$ cat src/design/parallel_config_port_defines.vh
// Constants for the parallel configuration port: offsets, fields, codes and timing.
`ifndef PARALLEL_CONFIG_PORT_DEFINES_VH
`define PARALLEL_CONFIG_PORT_DEFINES_VH

`define CLK_FREQ_MHZ        32'd25
`define CLEAR_TIME_NS       32'd1000
`define CLEAR_CYCLES        ((`CLEAR_TIME_NS * `CLK_FREQ_MHZ + 32'd999) / 32'd1000)

`define OFFS_CONTROL        4'h0
`define OFFS_STATUS         4'h4

`define CTRL_TOTEM_BIT      0
`define CTRL_PERSIST_BIT    1
`define CTRL_THROTTLE_BIT   2
`define CTRL_LEN_LSB        8
`define CTRL_LEN_MSB        15
`define CTRL_RESET          16'h0100

`define STAT_STATE_LSB      0
`define STAT_MODE_LSB       2
`define STAT_FINISH_BIT     5
`define STAT_BUSY_BIT       6
`define STAT_RDBK_BIT       7
`define STAT_COUNT_LSB      8

`define MODE_MASTER_SERIAL  3'h0
`define MODE_MASTER_PAR     3'h3
`define MODE_BOUNDARY_SCAN  3'h5
`define MODE_SLAVE_PAR      3'h6
`define MODE_SLAVE_SERIAL   3'h7

`define RESP_OKAY           2'h0
`define RESP_DECERR         2'h3

`endif

$ cat src/design/parallel_config_port.v
// Configuration-side logic with a byte-wide parallel load and readback port.
// Function
// - config clock: slave input, master output
// - program input resets config logic asynchronously
// - finish output rises when configuration completes
// - drive style selects totem-pole or open-drain finish
// - held-low open-drain finish delays user mode
// - mode pins latched on init rising edge
// - pullup_disable low enables pull-ups during configuration
// - eight-bit bus, bytes on config clock rise
// - lines zero to three carry high nibble
// - bus input when loading, output on readback
// - byte written when select and read_write low
// - readback: select low, read_write high drives byte
// - select high ignores all port inputs
// - readback only with pin retention enabled
// - retention keeps port pins after user mode
// - flow control low: next byte accepted
// - flow control high: byte ignored, re-presented
// - flow control released while select high
// - boundary-scan mode frees all dual pins
// - dual pins become user pins after configuration
// - without retention, config pins become user pins
//
// The AXI4-Lite interface to the registers and the register offsets were left to the implementer.
`timescale 1ns/1ps
`default_nettype none
`include "parallel_config_port_defines.vh"

module parallel_config_port #(
	parameter ADDR_W      = 4,
	parameter DEPTH_W     = 4,
	parameter CLOCK_DIV   = 4
) (
	input  wire              aclk,
	input  wire              aresetn,
	input  wire [ADDR_W-1:0] s_axi_awaddr,
	input  wire              s_axi_awvalid,
	output reg               s_axi_awready,
	input  wire [31:0]       s_axi_wdata,
	input  wire [3:0]        s_axi_wstrb,
	input  wire              s_axi_wvalid,
	output reg               s_axi_wready,
	output reg  [1:0]        s_axi_bresp,
	output reg               s_axi_bvalid,
	input  wire              s_axi_bready,
	input  wire [ADDR_W-1:0] s_axi_araddr,
	input  wire              s_axi_arvalid,
	output reg               s_axi_arready,
	output reg  [31:0]       s_axi_rdata,
	output reg  [1:0]        s_axi_rresp,
	output reg               s_axi_rvalid,
	input  wire              s_axi_rready,
	input  wire              program_reset_n,
	input  wire              config_clock_in,
	output reg               config_clock_out,
	output reg               config_clock_oe,
	input  wire [2:0]        mode_select_pins,
	input  wire              pullup_disable,
	output reg               pullup_enable,
	input  wire              select_n,
	input  wire              read_write_n,
	input  wire [7:0]        config_byte_bus_in,
	output reg  [7:0]        config_byte_bus_out,
	output reg               config_byte_bus_oe,
	output reg               busy_out,
	output reg               busy_oe,
	input  wire              finish_in,
	output reg               finish_out,
	output reg               finish_oe,
	input  wire              init_status_in,
	output reg               init_status_out,
	output reg               init_status_oe,
	output reg               user_mode,
	output reg               dual_pins_user
);

	localparam ST_CLEAR   = 2'd0;
	localparam ST_LOAD    = 2'd1;
	localparam ST_RELEASE = 2'd2;
	localparam ST_USER    = 2'd3;
	localparam [31:0] CLEAR_FULL  = `CLEAR_CYCLES;
	localparam [15:0] CLEAR_COUNT = CLEAR_FULL[15:0];
	localparam [31:0] DIV_FULL    = CLOCK_DIV / 2;
	localparam [7:0]  DIV_HALF    = DIV_FULL[7:0];

	// Data lines zero to three hold the high nibble, so the byte is nibble-swapped.
	function [7:0] nibble_swap;
		input [7:0] value;
		begin
			nibble_swap = {value[3:0], value[7:4]};
		end
	endfunction

	function is_parallel;
		input [2:0] mode;
		begin
			is_parallel = (mode == `MODE_MASTER_PAR) || (mode == `MODE_SLAVE_PAR);
		end
	endfunction

	function is_master;
		input [2:0] mode;
		begin
			is_master = (mode == `MODE_MASTER_PAR) || (mode == `MODE_MASTER_SERIAL);
		end
	endfunction

	reg  [15:0] control;
	reg         prog_sync1;
	reg         prog_sync2;
	reg  [2:0]  clk_sync;
	reg         sel_s1;
	reg         sel_s2;
	reg         rw_s1;
	reg         rw_s2;
	reg  [7:0]  bus_s1;
	reg  [7:0]  bus_s2;
	reg  [2:0]  mode_s1;
	reg  [2:0]  mode_s2;
	reg         pud_s1;
	reg         pud_s2;
	reg         fin_s1;
	reg         fin_s2;
	reg         init_s1;
	reg         init_s2;
	reg         init_s3;
	reg  [1:0]  state;
	reg  [15:0] clear_cnt;
	reg  [2:0]  mode;
	reg  [7:0]  byte_count;
	reg  [7:0]  read_ptr;
	reg  [7:0]  div_cnt;
	reg         div_rise;
	reg  [7:0]  config_mem [0:(1<<DEPTH_W)-1];
	reg         aw_got;
	reg         w_got;
	reg  [ADDR_W-1:0] aw_addr;
	reg  [31:0] w_data;
	reg  [3:0]  w_strb;

	wire        totem     = control[`CTRL_TOTEM_BIT];
	wire        persist   = control[`CTRL_PERSIST_BIT];
	wire        throttle  = control[`CTRL_THROTTLE_BIT];
	wire [7:0]  length    = control[`CTRL_LEN_MSB:`CTRL_LEN_LSB];
	wire        port_live = is_parallel(mode) &&
		(state == ST_LOAD || (state == ST_USER && persist));
	wire        link_rise = is_master(mode) ? div_rise : (clk_sync[1] & ~clk_sync[2]);
	wire        take_byte = link_rise && port_live && state == ST_LOAD &&
		!sel_s2 && !rw_s2 && !busy_out;
	wire        give_byte = link_rise && port_live && persist &&
		!sel_s2 && rw_s2;
	wire [31:0] status_word = {16'h0000, byte_count, config_byte_bus_oe, busy_out,
		fin_s2, mode, state};

	// Release of the program input is synchronised; assertion acts at once.
	always @(posedge aclk or negedge program_reset_n) begin
		if (!program_reset_n) begin
			prog_sync1 <= 1'b0;
			prog_sync2 <= 1'b0;
		end else begin
			prog_sync1 <= 1'b1;
			prog_sync2 <= prog_sync1;
		end
	end

	// Pin synchronisers: the first stage feeds only the second.
	always @(posedge aclk) begin
		if (!aresetn) begin
			clk_sync <= 3'h0;
			sel_s1   <= 1'b1;
			sel_s2   <= 1'b1;
			rw_s1    <= 1'b1;
			rw_s2    <= 1'b1;
			bus_s1   <= 8'h00;
			bus_s2   <= 8'h00;
			mode_s1  <= `MODE_SLAVE_SERIAL;
			mode_s2  <= `MODE_SLAVE_SERIAL;
			pud_s1   <= 1'b0;
			pud_s2   <= 1'b0;
			fin_s1   <= 1'b0;
			fin_s2   <= 1'b0;
			init_s1  <= 1'b0;
			init_s2  <= 1'b0;
			init_s3  <= 1'b0;
		end else begin
			clk_sync <= {clk_sync[1:0], config_clock_in};
			sel_s1   <= select_n;
			sel_s2   <= sel_s1;
			rw_s1    <= read_write_n;
			rw_s2    <= rw_s1;
			bus_s1   <= config_byte_bus_in;
			bus_s2   <= bus_s1;
			mode_s1  <= mode_select_pins;
			mode_s2  <= mode_s1;
			pud_s1   <= pullup_disable;
			pud_s2   <= pud_s1;
			fin_s1   <= finish_in;
			fin_s2   <= fin_s1;
			init_s1  <= init_status_in;
			init_s2  <= init_s1;
			init_s3  <= init_s2;
		end
	end

	// Configuration sequence; a low program input clears it and the byte count, but config_mem keeps the loaded bytes.
	always @(posedge aclk or negedge program_reset_n) begin
		if (!program_reset_n) begin
			state      <= ST_CLEAR;
			clear_cnt  <= 16'h0000;
			mode       <= `MODE_SLAVE_SERIAL;
			byte_count <= 8'h00;
			read_ptr   <= 8'h00;
			busy_out   <= 1'b0;
			config_byte_bus_out <= 8'h00;
			config_byte_bus_oe  <= 1'b0;
		end else if (!aresetn || !prog_sync2) begin
			state      <= ST_CLEAR;
			clear_cnt  <= 16'h0000;
			mode       <= `MODE_SLAVE_SERIAL;
			byte_count <= 8'h00;
			read_ptr   <= 8'h00;
			busy_out   <= 1'b0;
			config_byte_bus_out <= 8'h00;
			config_byte_bus_oe  <= 1'b0;
		end else begin
			case (state)
				ST_CLEAR: begin
					if (clear_cnt < CLEAR_COUNT) begin
						clear_cnt <= clear_cnt + 16'h0001;
					end else if (init_s2 && !init_s3) begin
						mode  <= mode_s2;
						state <= ST_LOAD;
					end
				end
				ST_LOAD: begin
					if (byte_count >= length) begin
						state <= ST_RELEASE;
					end
				end
				ST_RELEASE: begin
					if (fin_s2) begin
						state <= ST_USER;
					end
				end
				ST_USER: begin
					state <= ST_USER;
				end
				default: begin
					state <= ST_CLEAR;
				end
			endcase
			if (take_byte) begin
				byte_count <= byte_count + 8'h01;
			end
			if (link_rise) begin
				busy_out <= take_byte && throttle;
			end
			if (give_byte) begin
				config_byte_bus_out <= nibble_swap(config_mem[read_ptr[DEPTH_W-1:0]]);
				config_byte_bus_oe  <= 1'b1;
				read_ptr <= (read_ptr + 8'h01 >= byte_count) ? 8'h00 : read_ptr + 8'h01;
			end else if (sel_s2 || !rw_s2 || !port_live || !persist) begin
				config_byte_bus_oe <= 1'b0;
			end
		end
	end

	always @(posedge aclk) begin
		if (take_byte) begin
			config_mem[byte_count[DEPTH_W-1:0]] <= nibble_swap(bus_s2);
		end
	end

	// Master modes make the link clock by dividing the block clock.
	always @(posedge aclk) begin
		if (!aresetn || !prog_sync2) begin
			div_cnt          <= 8'h00;
			div_rise         <= 1'b0;
			config_clock_out <= 1'b0;
		end else if (div_cnt + 8'h01 >= DIV_HALF) begin
			div_cnt          <= 8'h00;
			config_clock_out <= ~config_clock_out;
			div_rise         <= ~config_clock_out;
		end else begin
			div_cnt  <= div_cnt + 8'h01;
			div_rise <= 1'b0;
		end
	end

	// Pin drivers, all registered.
	always @(posedge aclk or negedge program_reset_n) begin
		if (!program_reset_n) begin
			finish_out      <= 1'b0;
			finish_oe       <= 1'b1;
			init_status_out <= 1'b0;
			init_status_oe  <= 1'b1;
			config_clock_oe <= 1'b0;
			busy_oe         <= 1'b0;
			pullup_enable   <= 1'b1;
			user_mode       <= 1'b0;
			dual_pins_user  <= 1'b0;
		end else begin
			init_status_out <= 1'b0;
			init_status_oe  <= (state == ST_CLEAR) && (clear_cnt < CLEAR_COUNT);
			if (state == ST_RELEASE || state == ST_USER) begin
				finish_out <= totem;
				finish_oe  <= totem;
			end else begin
				finish_out <= 1'b0;
				finish_oe  <= 1'b1;
			end
			config_clock_oe <= is_master(mode) && state != ST_CLEAR &&
				(state != ST_USER || persist);
			busy_oe         <= port_live && !sel_s2;
			pullup_enable   <= (state != ST_USER) && !pud_s2;
			user_mode       <= (state == ST_USER);
			dual_pins_user  <= (mode == `MODE_BOUNDARY_SCAN) ||
				(state != ST_CLEAR && !port_live);
		end
	end

	// Register slave: one write and one read under way at a time.
	always @(posedge aclk) begin
		if (!aresetn) begin
			s_axi_awready <= 1'b1;
			s_axi_wready  <= 1'b1;
			s_axi_bvalid  <= 1'b0;
			s_axi_bresp   <= `RESP_OKAY;
			aw_got        <= 1'b0;
			w_got         <= 1'b0;
			aw_addr       <= {ADDR_W{1'b0}};
			w_data        <= 32'h00000000;
			w_strb        <= 4'h0;
			control       <= `CTRL_RESET;
		end else begin
			if (s_axi_awvalid && s_axi_awready) begin
				aw_addr       <= s_axi_awaddr;
				aw_got        <= 1'b1;
				s_axi_awready <= 1'b0;
			end
			if (s_axi_wvalid && s_axi_wready) begin
				w_data       <= s_axi_wdata;
				w_strb       <= s_axi_wstrb;
				w_got        <= 1'b1;
				s_axi_wready <= 1'b0;
			end
			if (aw_got && w_got && !s_axi_bvalid) begin
				aw_got       <= 1'b0;
				w_got        <= 1'b0;
				s_axi_bvalid <= 1'b1;
				if (aw_addr[3:0] == `OFFS_CONTROL) begin
					s_axi_bresp <= `RESP_OKAY;
					if (w_strb[0]) begin
						control[7:0] <= w_data[7:0];
					end
					if (w_strb[1]) begin
						control[15:8] <= w_data[15:8];
					end
				end else if (aw_addr[3:0] == `OFFS_STATUS) begin
					s_axi_bresp <= `RESP_OKAY;
				end else begin
					s_axi_bresp <= `RESP_DECERR;
				end
			end
			if (s_axi_bvalid && s_axi_bready) begin
				s_axi_bvalid  <= 1'b0;
				s_axi_awready <= 1'b1;
				s_axi_wready  <= 1'b1;
			end
		end
	end

	always @(posedge aclk) begin
		if (!aresetn) begin
			s_axi_arready <= 1'b1;
			s_axi_rvalid  <= 1'b0;
			s_axi_rdata   <= 32'h00000000;
			s_axi_rresp   <= `RESP_OKAY;
		end else if (s_axi_arvalid && s_axi_arready) begin
			s_axi_arready <= 1'b0;
			s_axi_rvalid  <= 1'b1;
			if (s_axi_araddr[3:0] == `OFFS_CONTROL) begin
				s_axi_rdata <= {16'h0000, control};
				s_axi_rresp <= `RESP_OKAY;
			end else if (s_axi_araddr[3:0] == `OFFS_STATUS) begin
				s_axi_rdata <= status_word;
				s_axi_rresp <= `RESP_OKAY;
			end else begin
				s_axi_rdata <= 32'h00000000;
				s_axi_rresp <= `RESP_DECERR;
			end
		end else if (s_axi_rvalid && s_axi_rready) begin
			s_axi_rvalid  <= 1'b0;
			s_axi_arready <= 1'b1;
		end
	end

endmodule // parallel_config_port
`default_nettype wire

$ cat config.mk
export PLATFORM = sky130hd
export DESIGN_NAME = parallel_config_port
export DESIGN_NICKNAME = d
export VERILOG_FILES = /design/src/design/parallel_config_port.v
export VERILOG_INCLUDE_DIRS = /design/src /design/src/design
export SDC_FILE = /design/constraint.sdc
export NUM_CORES = 1
export LEC_CHECK = 0
export BUFFER_PORTS_ARGS = -buffer_cell sky130_fd_sc_hd__buf_2
export CORE_UTILIZATION = 50
export CTS_CLUSTER_DIAMETER = 80
export CTS_CLUSTER_SIZE = 20
export DETAILED_ROUTE_END_ITERATION = 7
export PLACE_DENSITY_LB_ADDON = 0.08
export SETUP_SLACK_MARGIN = 0.5
export SLEW_MARGIN = 10
export SYNTH_ARGS = -nofsm -noshare
export SYNTH_HDL_FRONTEND = slang
export SYNTH_SLANG_ARGS = --single-unit
export TNS_END_PERCENT = 50
$ cat constraint.sdc
create_clock -name aclk -period 3.3 [get_ports aclk]
set_clock_uncertainty 0.1 [all_clocks]
set_input_delay 0.495 -clock aclk [delete_from_list [all_inputs] [get_ports aclk]]
set_output_delay 0.495 -clock aclk [all_outputs]
set_load 0.02 [all_outputs]
==> impl_metrics.ini, run 1 <==
[run_status]
status = completed

[finish]
layout-drive-gt1-share = 0.1888
syn2layout_area_growth_pct = 11.88
diodes = 0
nFillCells = 2010
post-route-util = 0.5693
fin_nets = 1120

[floorplanning]
initial_core_util = 0.5088
die_y_um = 156.3
fp.dieW_um = 156.3
io_pins = 130
core-area_sq_um = 23400
die_area_sq_um = 24440
fp-row-count = 56

[synth]
ys.flop_type = edfxtp_1
syn_avg_cell_area_sq_um = 12.89
synth_area_sq_um = 11910
synth_largest_area_cell = edfxtp_1
synth_area_leaders = edfxtp_1 32%, dfxtp_1 18%, dfrtp_1 11%
synth_top_area_share = 0.3228
async_flop_share = 0.1939
ys_seq_area_frac = 0.6265
synth_warnings = 0
synth.distinct_cells = 62
ys_ff_latch = 294
synth_cells = 924
synth_edf_count = 128

[setup_path]
reg2reg_slack_ns = 0.77
reg2reg_from = state[0]
startpoint = state[0]
cpPeakStageDelay_ns = 0.60
crit_fanout = 14
end_kind = register
cp_cell_sequence = inv_1 > or4_1 > a211o_2 > nor4_1 > buf_4
start_kind = register
worst-path-stages = 5
critPathRequiredTime_ns = 3.41
crit_arrival_ns = 2.64
crit_end = config_mem[13][4]
critPathBufInv = 2
r2r_end = config_mem[13][4]
cpLargestDelayFamily = simple AND/OR/NAND/NOR gates
cpMaxStageDelayCell = or4_1
reg2regPathDepth = 5
critical_path_class = reg -> reg

[pwr]
internal_power_uw = 5012
swShare = 0.2113
p_leak_uw = 0.005378
p_per_area_nw_per_um2 = 477.0
power_frac_comb = 0.035
net-switching-power_uw = 1343
vdd.ir_drop.worst_uv = 296.5
clock_power_share = 0.353
seq_power_share = 0.612

[routing]
avgRoutedWirePerCell_um = 16.93
detail-route-antenna-nets = 0
firstDrtPassIters = 4
routed_via_density = 5.160
drt_wl_total_um = 22980
drc = 0
drt_iter0_drc = 374
vias = 7002

[timing]
maxSlewViolCount = 0
worst_pin_slew_ns = 0.9762
setup_viol = 0
tns_ns = 0
final.setup.worst_slack_ns = 0.7654
rsz0062_at_grt = false
finalHoldViolCount = 0
fin_crit_sh = 0.7680
worst_hold_slack_ns = 0.03660
fmax_mhz = 394.5
relSlewSlack = 0.3492
min_period_ns = 2.535

[clock_tree]
cts-root-buf = clkbuf_16
htreeDepth = 1
clockBufferDepth = 3
cts_hold_buf = 0
clkSinkCount = 294
clk_latency_ns = 0.51
clkTransAtPathRegs_ns = 0.09
tritoncts = built
numCtsBuffers = 18

[placed_design]
place.gp.congestion = 0.7268
port_buffers = 94
dp_hpwl_um = 15150
place_ws_ns = 0.6341

[global_routing]
antenna_found_initial = 1
grt_usage = 0.1926
grt_pass1_vias = 6614
grt-ovfl-total = 0
grt_start_max_net_pins = 110
grt_first_pass_wirelength_um = 36180

[worst_hold_path]
hold_path_class = in -> async

[flow_run]
cap_violations = 0
## layer usage
| metal | track usage | vias to the layer above | share of wire |
|---|---|---|---|
| li1 | - | 3469 | - |
| met1 | 0.2911 | 3371 | 0.50 |
| met2 | 0.2955 | 141 | 0.45 |
| met3 | 0.02769 | 21 | 0.040 |
| met4 | 0.03968 | 0 | 0.013 |
| met5 | 0 | - | 0 |
## flip-flops by register name, summed over array words and instances, names as in the netlist, 2 cells and up
register,cells
byte_count,8
bus_s2,8
mode_s2,3
read_ptr,8
bus_s1,8
config_byte_bus_out,8
mode,3
config_mem,128
mode_s1,3
div_cnt,8
w_strb,2
clk_sync,3
s_axi_rdata,16
clear_cnt,16
control,16
state,2
w_data,16
aw_addr,4
## cells in the mapped netlist, drive strengths merged (29+ instances only)
master	instances
clkbuf	37
dfxtp	109
nor2b	34
mux4	32
inv	39
dfrtp	51
nand2	83
mux2i	37
a21oi	33
edfxtp	128
nor2	29
a21boi	33
and2	35
buf	31
## worst min-delay path by stage
stage	cells after the start	endpoint	slack [ns]
6_report	1	clear_cnt[13]	0.04
5_1_grt	2	mode_s1[2]	0.05
4_1_cts	2	mode_s1[1]	0.05
3_5_place_dp	1	pullup_enable	0.23
3_3_place_gp	0	prog_sync2	0.23
2_1_floorplan	0	busy_oe	0.1
## stage by stage
step | cells | power (uW) | instance area (sq um)
2_1_floorplan | 947 | 4116 | 11990
3_3_place_gp | 1322 | 4198 | 12770
3_5_place_dp | 1322 | 4201 | 12770
4_1_cts | 1354 | 6424 | 13300
5_1_grt | 1357 | 6590 | 13320
6_report | 1357 | 6355 | 13320
## timing repair
item | in CTS | in global routing
buffers inserted | 0 | 3
gates resized for setup | 0 | 2
endpoints found under the setup margin | 0 | 96
## cell usage in the layout (no fill, tap or decap), types with 3 or more instances in the layout
cell type and n:
edfxtp_1 128, dfxtp_1 109, buf_2 94, nand2_1 83, dfrtp_1 50, inv_1 38, mux2i_1 37, and2_1 35
nor2b_1 34, a21oi_1 33, a21boi_0 33, mux4_2 32, buf_4 31, nor2_1 29, ha_1 25, conb_1 25
nor3_1 21, clkbuf_16 19, nor4_1 18, nand2b_1 16, xnor2_1 12, and3_1 12, clkbuf_1 12, nand3_1 11
o21ai_0 11, a211oi_1 9, a22o_1 8, nand4_1 7, o2bb2ai_1 7, dfstp_2 6, xor2_1 5, a2111oi_0 4
a21o_1 3
## final cells by class
cell class	instances	area, sq um	area share
Sequential cell	294	7461	0.5600
Multi-Input combinational cell	546	4045	0.3036
Clock inverter	1	7.507	0.0005635
Timing Repair Buffer	127	743.2	0.05579
Clock buffer	31	520.5	0.03907
Tap cell	319	399.1	0.02996
Inverter	39	146.4	0.01099
## cell families (layout without fill, tap and decap cells)
kind of cell / after synthesis / after routing / synth area share
compound gates: 131 / 131 / 0.07902
xor+xnor: 17 / 17 / 0.01250
fa+ha+maj: 25 / 25 / 0.02627
buf+inv: 107 / 198 / 0.04140
flops: 294 / 294 / 0.6265
mux: 69 / 69 / 0.09163
other cells: 2 / 25 / 0.0006307
simple gates: 279 / 279 / 0.1221
## power groups by stage
stage | clock network [uW] | registers (uW) | logic [uW]
final | 2240 | 3890 | 223
after detailed placement | 0 | 3970 | 226
after global placement | 0 | 3970 | 225
after floorplan | 0 | 3960 | 151
after global routing | 2440 | 3900 | 253
after CTS | 2300 | 3890 | 227
(Power assumes the default switching activity.)
==> inputs of run 2 (changes only) <==
clock period = 2.5 ns   (was 3.3 ns; I/O delays follow)
==> impl_metrics.ini, run 2 (synthesis results as in run 1) <==
[pwr]
seq_power_share = 0.610
p_leak_uw = 0.005695
vdd.ir_drop.worst_uv = 447.4
swShare = 0.2105
internal_power_uw = 6641
power_frac_comb = 0.039
net-switching-power_uw = 1770
p_per_area_nw_per_um2 = 596.8
clock_power_share = 0.351

[timing]
fmax_mhz = 416.4
rsz0062_at_grt = true
maxSlewViolCount = 0
worst_pin_slew_ns = 0.6753
tns_ns = 0
setup_viol = 0
min_period_ns = 2.401
finalHoldViolCount = 0
relSlewSlack = 0.5464
fin_crit_sh = 0.9606
worst_hold_slack_ns = 0.01819

[routing]
detail-route-antenna-nets = 0
wl_met2_um = 10380
firstDrtPassIters = 6
drt_wl_total_um = 23060
avgRoutedWirePerCell_um = 16.43
drt_iter0_drc = 452
drc = 0
m1WireLength_um = 11220
vias = 7286
top_layer_used = met4
wl_met3_um = 948
routed_via_density = 5.193

[setup_path]
start_kind = register
critPathRequiredTime_ns = 2.62
critical_path_class = reg -> reg
end_kind = register
crit_fanout = 8
crit_arrival_ns = 2.52

[floorplanning]
fp-row-count = 56
die_y_um = 156.3
initial_core_util = 0.5088
die_area_sq_um = 24440
io_pins = 130
fp.dieW_um = 156.3
core-area_sq_um = 23400

[placed_design]
dp_hpwl_um = 15490
port_buffers = 94
place.gp.congestion = 0.7487

[run_status]
status = completed

[global_routing]
grt_pass1_vias = 7082
grt_usage = 0.1960
grt_first_pass_wirelength_um = 37670
antenna_found_initial = 0
grt-ovfl-total = 0
grt_start_max_net_pins = 110

[finish]
post-route-util = 0.6023
fin_nets = 1166
largest_register_ffs = 128
layout-drive-gt1-share = 0.2352
diodes = 0
nFillCells = 1941
final_common_cell = edfxtp_1
syn2layout_area_growth_pct = 18.37
layout_common_cells = 128 x edfxtp_1, 109 x dfxtp_1, 94 x buf_2

[clock_tree]
tritoncts = built
cts-root-buf = clkbuf_16
numCtsBuffers = 18
htreeDepth = 1
clk_latency_ns = 0.51
clkTransAtPathRegs_ns = 0.08
clkSinkCount = 294
clockBufferDepth = 3

[flow_run]
cap_violations = 0

[worst_hold_path]
hold_path_class = in -> reg
run 2: final timing paths:
check / start / endpoint / slack [ns] / cells after the start
max in group asynchronous: program_reset_n / init_status_oe / 1.35 / 3
setup / recovery: mode[0] / config_mem[3][7] / 0.1 / 6
min in group asynchronous: program_reset_n / prog_sync2 / 0.30 / 2
hold reg to reg: pud_s2 / pullup_enable / 0.24 / 1
hold / removal: s_axi_wdata[5] / w_data[5] / 0.02 / 3
setup reg to reg: mode[0] / config_mem[3][7] / 0.1 / 6
run 2: repair_timing:
item | 4_1_cts | 5_1_grt
endpoints found under the hold margin | 37 | 0
endpoints found under the setup margin | 158 | 162
pin swaps | 3 | 22
hold buffers | 20 | 0
gates resized for setup | 7 | 28
setup buffers | 4 | 4
run 2: metrics by stage:
stage / setup WS [ns] / instance area, sq um / instances / total power, uW
finish: 0.09851 / 14090 / 1403 / 8411
global route: 0.05154 / 14090 / 1403 / 8710
CTS: 0.07278 / 13930 / 1399 / 8500
detailed placement: 0.001637 / 13140 / 1343 / 5548
global placement: 0.02736 / 13140 / 1343 / 5542
floorplan: -0.05500 / 12200 / 947 / 5434
run 2: area by class of cell:
type	instances	area, sq um	area share
clock buffer	31	520.5	0.03693
tap	319	399.1	0.02832
timing repair buffer	173	1224	0.08682
sequential	294	7462	0.5294
multi-input combinational	546	4334	0.3075
inverter	39	146.4	0.01039
clock inverter	1	8.758	0.0006214
run 2: layer usage:
| metal | GRT usage | up-vias |
|---|---|---|
| met5 | 0 | - |
| met4 | 0.04995 | 0 |
| met3 | 0.02354 | 27 |
| met2 | 0.3040 | 157 |
| met1 | 0.2927 | 3533 |
| li1 | - | 3569 |
run 2: power groups by stage:
stage	clock (uW)	sequential (uW)	combinational, uW
floorplan	0	5230	200
global placement	0	5240	301
detailed placement	0	5240	304
CTS	3040	5140	329
global route	3200	5150	364
finish	2950	5130	325
run 2: critical path, cell delays in order (launching register included):
cell     delay [ns]
dfstp_2        0.56
xor2_1         0.09
or3b_4         0.41
a211o_4        0.36
buf_12         0.15
nor4_4         0.27
buf_12         0.17
==> inputs of run 3 (changes only) <==
CORE_UTILIZATION = 58   (was 50)
==> impl_metrics.ini, run 3 (synthesis results as in run 1) <==
[placed_design]
place_ws_ns = 0.08111
place.gp.congestion = 0.7852
dp_hpwl_um = 15230
post_dp_cell_area_sq_um = 13040
port_buffers = 94

[run_status]
status = completed

[setup_path]
crit_fanout = 8
critPathBufInv = 2
cpMaxStageDelayCell = dfstp_2
r2r_end = config_mem[1][2]
cpLargestDelayFamily = simple AND/OR/NAND/NOR gates
critical_path_class = reg -> reg
cpPeakStageDelay_ns = 0.57
start_kind = register
reg2regPathDepth = 6
crit_arrival_ns = 2.51
reg2reg_from = mode[1]
critPathRequiredTime_ns = 2.61
cp_cell_sequence = xor2_2 > or3b_4 > a211o_4 > buf_12 > nor4_4 > buf_12
end_kind = register
cpMostUsedCell = buf_12
reg2reg_slack_ns = 0.1

[finish]
final_common_cell = edfxtp_1
nFillCells = 1453
layout_common_cells = 128 x edfxtp_1, 109 x dfxtp_1, 94 x buf_2
final_cell_area_sq_um = 14170
ff_latch_area_sq_um = 7462
layout-drive-gt1-share = 0.2482
diodes = 0
largest_register_ffs = 128
fin_nets = 1170
multi_input_area_sq_um = 4425
syn2layout_area_growth_pct = 19.04

[worst_hold_path]
hold_path_class = in -> reg
hold_depth = 3
holdPathEnd = w_data[3]
hold_path.startpoint = s_axi_wdata[3]

[floorplanning]
initial_core_util = 0.5904
core-area_sq_um = 20170
die_area_sq_um = 21110
die_y_um = 145.3
fp-row-count = 52
fp.dieW_um = 145.3
io_pins = 130

[routing]
drt_wl_total_um = 22440
routed_via_density = 5.351
drt_iter0_drc = 490
drc = 0
vias = 7266
detail-route-antenna-nets = 0
firstDrtPassIters = 4
avgRoutedWirePerCell_um = 16.53

[timing]
finalHoldViolCount = 0
min_period_ns = 2.404
worst_hold_slack_ns = 0.01679
fmax_mhz = 416.0
fin_crit_sh = 0.9615
setup_viol = 0
worst_pin_slew_ns = 0.6797
final.setup.worst_slack_ns = 0.09619
maxSlewViolCount = 0
rsz0062_at_grt = true
relSlewSlack = 0.5434

[clock_tree]
htreeDepth = 1
clockBufferDepth = 3
clkSinkCount = 294
numCtsBuffers = 18
clkTransAtPathRegs_ns = 0.08
tritoncts = built
clk_latency_ns = 0.50
cts-root-buf = clkbuf_16

[pwr]
p_leak_uw = 0.005744
vdd.ir_drop.worst_uv = 533.2
p_per_area_nw_per_um2 = 594.5

[global_routing]
grt_start_max_net_pins = 95
antenna_found_initial = 0
grt-ovfl-total = 0
grt_usage = 0.2154
grt_pass1_vias = 7105
grt_first_pass_wirelength_um = 36450

[flow_run]
cap_violations = 0
[run 3: cell types whose count changed in the layout (fill, tap and decap cells not counted), moves of 2 or more]
| cell | before | now |
|---|---|---|
| buf_6 | 6 | 9 |
| ha_4 | 2 | 4 |
| xor2_1 | 4 | 1 |
| mux2i_2 | 2 | 0 |
| inv_2 | 1 | 3 |
| mux2i_1 | 35 | 37 |
| inv_1 | 38 | 36 |
| xor2_2 | 1 | 3 |
| buf_4 | 46 | 48 |
| ha_1 | 23 | 20 |
[run 3: stage by stage]
step,power [uW],TNS (ns),utilization,cells
2_1_floorplan,5434,-4.243,-,947
3_3_place_gp,5531,0,0.6466,1293
3_5_place_dp,5539,0,0.6466,1293
4_1_cts,8489,0,0.6862,1348
5_1_grt,8708,0,0.7028,1358
6_report,8427,0,0.7028,1358
[run 3: repair_timing]
| item | 4_1_cts | 5_1_grt |
|---|---|---|
| hold buffers | 19 | 0 |
| buffers inserted | 4 | 10 |
| endpoints found under the hold margin | 35 | 0 |
| pin swaps | 3 | 26 |
| endpoints found under the setup margin | 156 | 164 |
| gates resized for setup | 5 | 48 |
[run 3: tightest hold or removal path: stages]
cell and delay, ns:
buf_2 0.09, nand2_1 0.04, a21boi_0 0.06
[run 3: final cells by class]
type / count / area share
Inverter: 39 / 0.01033
Tap cell: 270 / 0.02383
Sequential cell: 294 / 0.5264
Multi-Input combinational cell: 546 / 0.3122
Clock buffer: 32 / 0.03849
Timing Repair Buffer: 177 / 0.08871
[run 3: how the worst max path moves through the flow]
stage	to	startpoint	depth (start not counted)	slack (ns)
detailed placement	config_mem[5][7]	mode[0]	5	0.08
global placement	config_mem[3][4]	mode[1]	5	0.08
floorplan	config_mem[1][0]	mode[0]	6	-0.06
finish	config_mem[1][2]	mode[1]	6	0.1
global route	config_mem[11][0]	mode[1]	6	0.03
CTS	config_mem[1][2]	mode[0]	7	0.11
[run 3: report_power, final]
part	leakage [uW]	switching (uW)	internal, uW
clock	0.000261	1480	1490
combinational	0.00241	185	132
sequential	0.00308	59.4	5070
[run 3: routing by layer]
layer | up-vias | GRT usage | wire, um
li1 | 3566 | - | -
met1 | 3523 | 0.3256 | 10900
met2 | 152 | 0.3329 | 10230
met3 | 25 | 0.03113 | 1051
met4 | 0 | 0.04579 | 266
met5 | - | 0 | 0
